$ cat src/logic/pbb_pkg.sv
// Package of constants for the parallel bit-bang port
package pbb_pkg;
  localparam int        PBB_W          = 8;
  localparam int        PBB_FIFO_DEPTH = 16;
  localparam logic [7:0] PBB_MODE_OFF  = 8'h00;
  localparam logic [7:0] PBB_MODE_FREE = 8'h01;
  localparam logic [7:0] PBB_MODE_LOCK = 8'h04;
  localparam logic [7:0] PBB_DIR_RST   = 8'h00;
  localparam logic [7:0] PBB_OUT_RST   = 8'h00;
  localparam int        PBB_STRB_CYC   = 1;
endpackage : pbb_pkg

$ cat src/logic/pbb_fifo.sv
// Parameterised flip-flop FIFO with valid/ready on both sides
`timescale 1ns/100ps
module pbb_fifo #(
  parameter int WIDTH = 8,
  parameter int DEPTH = 16
) (
  input  wire logic             clk,
  input  wire logic             srst,
  input  wire logic [WIDTH-1:0] in_data,
  input  wire logic             in_valid,
  output logic                  in_ready,
  output logic      [WIDTH-1:0] out_data,
  output logic                  out_valid,
  input  wire logic             out_ready
);
  localparam int AW = $clog2(DEPTH);
  typedef struct packed {
    logic [DEPTH-1:0][WIDTH-1:0] mem;
    logic [AW-1:0]               wr;
    logic [AW-1:0]               rd;
    logic [AW:0]                 cnt;
  } pbb_fifo_s;
  pbb_fifo_s st_reg;
  pbb_fifo_s st_next;
  logic      push;
  logic      pop;

  assign in_ready  = st_reg.cnt != (AW+1)'(DEPTH);
  assign out_valid = st_reg.cnt != '0;
  assign out_data  = st_reg.mem[st_reg.rd];
  assign push      = in_valid && in_ready;
  assign pop       = out_valid && out_ready;

  always_comb begin
    st_next = st_reg;
    if (push) begin
      st_next.mem[st_reg.wr] = in_data;
      st_next.wr = st_reg.wr + 1'b1;
    end
    if (pop) begin
      st_next.rd = st_reg.rd + 1'b1;
    end
    st_next.cnt = st_reg.cnt + {{AW{1'b0}}, push} - {{AW{1'b0}}, pop};
  end

  always_ff @(posedge clk) begin
    if (srst) begin
      st_reg <= '0;
    end else begin
      st_reg <= st_next;
    end
  end
endmodule : pbb_fifo

$ cat src/logic/pbb_port.sv
// Byte-wide bit-bang port, free-running and lock-step variants
//
// Overview of operation
// - Free-running: each host byte goes to output pins without external clock.
// - Each of the eight pins is separately input or output.
// - Free-running byte rate is paced by the baud tick.
// - Free-running outputs hold last value; change needs new byte and a baud tick.
// - Free-running mode brings sample and update strobes out to pins.
// - Mode code 0x01 selects the free-running variant.
// - Lock-step updates outputs only when a host byte is delivered.
// - Lock-step pulses update strobe low after each byte is driven.
// - Lock-step samples pins only as part of a port write.
// - Lock-step stalls until the to-host buffer has room.
// - Pins sampled before driving, so samples lag outputs one byte.
// - Mode code 0x04 selects the lock-step variant.
// - Read pins, then deassert sample strobe while latching and forwarding.
// - Reassert sample strobe, drive outputs, wait 1 clock, then update strobe.
// - Sample strobe rising edge marks data captured for the host.
// - Direction mask comes with mode setup and holds until the next.
`timescale 1ns/100ps
module pbb_port (
  input  wire logic                       CLK,
  input  wire logic                       SRST,
  input  wire logic                       MODE_SET,
  input  wire logic [7:0]                 MODE_CODE,
  input  wire logic [pbb_pkg::PBB_W-1:0]  MODE_DIR,
  input  wire logic                       BAUD_TICK,
  input  wire logic [pbb_pkg::PBB_W-1:0]  RX_DATA,
  input  wire logic                       RX_VALID,
  output logic                            RX_READY,
  output logic      [pbb_pkg::PBB_W-1:0]  TX_DATA,
  output logic                            TX_VALID,
  input  wire logic                       TX_READY,
  input  wire logic [pbb_pkg::PBB_W-1:0]  PIN_IN,
  output logic      [pbb_pkg::PBB_W-1:0]  PIN_OUT,
  output logic      [pbb_pkg::PBB_W-1:0]  PIN_OE,
  output logic                     PIN_SAMPLE_STROBE_N,
  output logic                     PIN_UPDATE_STROBE_N,
  output logic                     MODE_FREE,
  output logic                     MODE_LOCK
);
  import pbb_pkg::*;

  // ********************************************************************
  // State
  // ********************************************************************
  typedef enum logic [2:0] {
    PBB_IDLE, PBB_SAMPLE, PBB_DRIVE, PBB_SETUP, PBB_STROBE
  } pbb_phase_e;

  typedef struct packed {
    logic [7:0]       mode;
    logic [PBB_W-1:0] dir;
    logic [PBB_W-1:0] out;
    logic [PBB_W-1:0] pend;
    logic [PBB_W-1:0] samp;
    logic             samp_n;
    logic             upd_n;
    pbb_phase_e       phase;
    logic [PBB_W-1:0] pin_s1;
    logic [PBB_W-1:0] pin_s2;
    logic             tick_s1;
    logic             tick_s2;
  } pbb_port_s;

  pbb_port_s st_reg;
  pbb_port_s st_next;

  logic             in_valid;
  logic             in_ready;
  logic [PBB_W-1:0] in_data;
  logic             take;
  logic             is_free;
  logic             is_lock;
  logic             tx_push;

  // ********************************************************************
  // Host byte buffer
  // ********************************************************************
  pbb_fifo #(.WIDTH(PBB_W), .DEPTH(PBB_FIFO_DEPTH)) u_rx_buf (
    .clk       (CLK),
    .srst      (SRST),
    .in_data   (RX_DATA),
    .in_valid  (RX_VALID),
    .in_ready  (RX_READY),
    .out_data  (in_data),
    .out_valid (in_valid),
    .out_ready (in_ready)
  );

  assign is_free = st_reg.mode == PBB_MODE_FREE;
  assign is_lock = st_reg.mode == PBB_MODE_LOCK;
  assign MODE_FREE = is_free;
  assign MODE_LOCK = is_lock;

  // Free: take on tick; lock: take only when idle and to-host has room
  assign take = in_valid && !MODE_SET &&
                ((is_free && st_reg.tick_s2) ||
                 (is_lock && st_reg.phase == PBB_IDLE && TX_READY));
  assign in_ready = take;
  assign tx_push  = is_lock && st_reg.phase == PBB_SAMPLE;

  // ********************************************************************
  // Next state
  // ********************************************************************
  always_comb begin
    st_next         = st_reg;
    st_next.pin_s1  = PIN_IN;
    st_next.pin_s2  = st_reg.pin_s1;
    st_next.tick_s1 = BAUD_TICK;
    st_next.tick_s2 = st_reg.tick_s1;
    st_next.upd_n   = 1'b1;
    st_next.samp_n  = 1'b1;
    if (MODE_SET) begin
      st_next.mode  = MODE_CODE;
      st_next.dir   = MODE_DIR;
      st_next.phase = PBB_IDLE;
    end else if (is_free) begin
      if (take) begin
        st_next.out    = in_data;
        st_next.upd_n  = 1'b0;
        st_next.samp_n = 1'b0;
        st_next.samp   = st_reg.pin_s2;
      end
    end else if (is_lock) begin
      unique case (st_reg.phase)
        PBB_IDLE: begin
          if (take) begin
            st_next.pend   = in_data;
            st_next.samp   = st_reg.pin_s2;
            st_next.samp_n = 1'b0;
            st_next.phase  = PBB_SAMPLE;
          end
        end
        PBB_SAMPLE: begin
          st_next.out   = st_reg.pend;
          st_next.phase = PBB_SETUP;
        end
        PBB_SETUP: begin
          st_next.upd_n = 1'b0;
          st_next.phase = PBB_STROBE;
        end
        PBB_STROBE: begin
          st_next.phase = PBB_IDLE;
        end
        default: begin
          st_next.phase = PBB_IDLE;
        end
      endcase
    end
  end

  always_ff @(posedge CLK) begin
    if (SRST) begin
      st_reg         <= '0;
      st_reg.mode    <= PBB_MODE_OFF;
      st_reg.dir     <= PBB_DIR_RST;
      st_reg.out     <= PBB_OUT_RST;
      st_reg.samp_n  <= 1'b1;
      st_reg.upd_n   <= 1'b1;
      st_reg.phase   <= PBB_IDLE;
    end else begin
      st_reg <= st_next;
    end
  end

  // ********************************************************************
  // Outputs
  // ********************************************************************
  assign PIN_OUT = st_reg.out & st_reg.dir;
  assign PIN_OE  = st_reg.dir;
  assign PIN_SAMPLE_STROBE_N = st_reg.samp_n;
  assign PIN_UPDATE_STROBE_N = st_reg.upd_n;
  assign TX_DATA  = st_reg.samp;
  assign TX_VALID = tx_push;
endmodule : pbb_port

$ cat config.mk
export PLATFORM = sky130hd
export DESIGN_NAME = pbb_port
export DESIGN_NICKNAME = d
export VERILOG_FILES = /design/src/logic/pbb_pkg.sv /design/src/logic/pbb_fifo.sv /design/src/logic/pbb_port.sv
export SDC_FILE = /design/constraint.sdc
export NUM_CORES = 1
export LEC_CHECK = 0
export BUFFER_PORTS_ARGS = -buffer_cell sky130_fd_sc_hd__buf_2
export CELL_PAD_IN_SITES_DETAIL_PLACEMENT = 1
export CELL_PAD_IN_SITES_GLOBAL_PLACEMENT = 1
export CORE_AREA = 2 2 141 143
export DETAILED_ROUTE_END_ITERATION = 10
export DIE_AREA = 0 0 143 145
export PLACE_DENSITY = 0.74
export SLEW_MARGIN = 20
export SYNTH_ARGS = -nofsm -noshare
export SYNTH_HDL_FRONTEND = slang
export SYNTH_SLANG_ARGS = --single-unit
$ cat constraint.sdc
create_clock -name CLK -period 3.7 [get_ports CLK]
set_input_delay 0.74 -clock CLK [delete_from_list [all_inputs] [get_ports CLK]]
set_output_delay 0.74 -clock CLK [all_outputs]
set_load 0.005 [all_outputs]
==> metrics.md <==
| Metric | Value |
|---|---|
| Fin crit share | `82.3%` |
| Slew headroom | `26.4%` |
| Starting Density | `47.1%` |
| WP data required | `4.06 ns` |
| CTS Sinks | `204` |
| Worst Max-Slew Pin Slew | `1.10 ns` |
| Root buffer cell | `clkbuf_16` |
| Core region area | `19,200 µm²` |
| Wire per inst | `20.6 µm` |
| Final slew viol count | `0` |
| # Post-CTS Setup Buffers | `0` |
| Post-synth top cells | `dfxtp_1 (204), nor2_1 (165), mux2i_1 (144), clkbuf_1 (36)` |
| # rows | `51` |
| Number of synthesized flops with an enable pin | `0` |
| Most frequent cell after synthesis | `dfxtp_1` |
| Setup TNS | `0 ns` |
| HPWL Detailed | `15,600 µm` |
| Post-CTS sizing | `0` |
| IO Count | `68` |
| Clk_lat worst skew | `0.52 ns` |
| Largest cells by area after synthesis | `dfxtp_1 (45%), mux2i_1 (16%), mux4_2 (7.0%)` |
| Worst EP arrival | `3.41 ns` |
| # DRC | `0` |
| CTS Buffer Depth | `3` |
| Routability cong. | `0.770` |
| # hold bufs at CTS | `0` |
| Nets@finish | `918` |
| Synthesized area | `9050 µm²` |
| Min cycle time layout | `3.04 ns` |
| Largest net degree at the start of global routing | `102` |
| Post-Layout Inst Area | `10,100 µm²` |
| Final setup fails | `0` |
| Share of layout cells above drive strength 1 | `20.4%` |
| Detailed Route WL | `23,700 µm` |
| Worst Setup End Kind | `register` |
| Number of CTS-inserted buffers | `23` |
| First-pass GRT wire length | `37,100 µm` |
| Cell taking the most area after synthesis | `dfxtp_1` |
| Inserted Diodes | `0` |
| DR pass1 iterations | `4` |
| Number of global-route vias before repair | `6,833` |
| Reg area | `4090 µm²` |
| Antenna Nets Post-Route | `0` |
| Yosys cell types | `59` |
| Gr ovfl total | `0` |
| TritonCTS clock tree | `done` |
| Max FFs per register | `141` |
| Max Freq | `328 MHz` |
| Multi-input gate area | `4490 µm²` |
| RSZ-0062 raised after global routing | `no` |
| Fill count | `2,097` |
| Post-synth top area share | `45.1%` |
| Pwr dens | `518 nW/µm²` |
| Vias | `6,396` |
| Total track usage | `22.8%` |
| Worst Path Max Fanout | `13` |
| Hold WC Path Type | `in -> reg` |
| Initial antenna violation count | `0` |
| IO buf count | `67` |
| P_leak | `4.70 nW` |
| VDD IR max | `0.000434 V` |
| Die width | `143 µm` |
| Area of the die | `20,700 µm²` |
| Hold_ws | `0.439 ns` |
| Status | `completed` |
| Seq/Total Area, Yosys | `45.1%` |
| Final Hold Fails | `0` |
| Mapped Avg Cell Area | `10.8 µm²` |
| Vias per cell | `5.57` |
| Area after DPL | `9380 µm²` |
| Kind of critical path | `reg -> reg` |
| Async SR Flop Fraction | `0%` |
| Top_reg_cell synth | `dfxtp_1` |
| CP Launch Type | `register` |
| Starting DRC count in detailed routing | `273` |
| Yosys reg bits | `204` |
| Synthesis Warnings | `0` |
| Syn nets | `892` |
| DIE HEIGHT | `145 µm` |
| Cells after Synth | `842` |
| Clock skew | `0.0146 ns` |
| Max cap viols | `0` |
| Htree depth | `1` |
| Reg clk slew, reported paths | `0.06 ns` |
| Area growth syn-to-layout | `11.9%` |
## where the power goes
group | total, W | switching (W) | internal (W)
logic | 0.000679 | 0.000411 | 0.000267
clock network | 0.00224 | 0.000899 | 0.00134
registers | 0.00233 | 0.0000508 | 0.00227
total | 0.00525 | 0.00136 | 0.00388
## metrics by stage
step	std cells	utilization, %	total power (W)	setup slack [ns]
after global placement	1108	48.8	0.00300	0.830
after global routing	1149	52.8	0.00546	0.482
after CTS	1149	52.8	0.00530	0.656
after detailed placement	1108	48.8	0.00305	0.665
final	1149	52.8	0.00525	0.655
after floorplan	842	-	0.00287	0.910
## placed cells by master (no fill, tap or decap), types with 10 or more instances in the layout
master	Yosys	routed
dfxtp_1	204	203
nand4_1	12	12
buf_4	16	10
mux2i_1	144	144
a21oi_1	21	21
mux4_2	28	28
nor2_1	165	165
buf_2	13	66
a22o_1	16	16
nor2b_1	28	28
o31ai_1	10	10
ha_1	11	11
clkbuf_16	0	23
and2_1	11	11
inv_1	13	13
nand4_2	15	15
## worst max-delay path, cell delays in order (launching register included)
cell      delay (ns)
dfxtp_1         0.31
inv_1           0.09
ha_1            0.18
or4b_4          0.50
nand3_2         0.24
nor3_1          0.11
ha_1            0.30
inv_1           0.05
ha_1            0.15
inv_1           0.05
fa_1            0.38
nor2b_1         0.20
o21bai_1        0.11
a21oi_1         0.16
nor3b_1         0.07
## final cells by class
cell class | instances | share of cell area [%]
inverters | 14 | 0.519
well taps | 265 | 3.27
clock buffers | 35 | 6.72
repair buffers | 77 | 4.11
flip-flops and latches | 204 | 40.3
multi-input cells | 548 | 44.3
clock inverters | 6 | 0.716
## cell families after synthesis
kind of cell	after synthesis	share of synthesized area, %
compound gates	90	8.00
fa+ha+maj	12	1.74
flops	204	45.1
mux	178	24.3
xor+xnor	5	0.484
buf+inv	90	5.27
simple gates	263	15.1
## per-layer routing
| metal | track usage, % | vias to the layer above | wire length (µm) |
|---|---|---|---|
| li1 | - | 3024 | - |
| met1 | 27.4 | 3193 | 9770 |
| met2 | 41.7 | 141 | 12200 |
| met3 | 3.56 | 38 | 1170 |
| met4 | 6.04 | 0 | 603 |
| met5 | 0 | - | 0 |
## path summary, 6_finish.rpt
path | end | from | slack (ns) | depth (start not counted)
worst min-delay path | st_next[8] | PIN_IN[6] | 0.44 | 2
worst max-delay path | u_rx_buf.st_reg[4] | u_rx_buf.st_reg[2] | 0.66 | 14
worst min register to register | st_reg[5] | st_next[5] | 0.45 | 1
worst max register to register | u_rx_buf.st_reg[4] | u_rx_buf.st_reg[2] | 0.66 | 14
(Power assumes the default switching activity.)
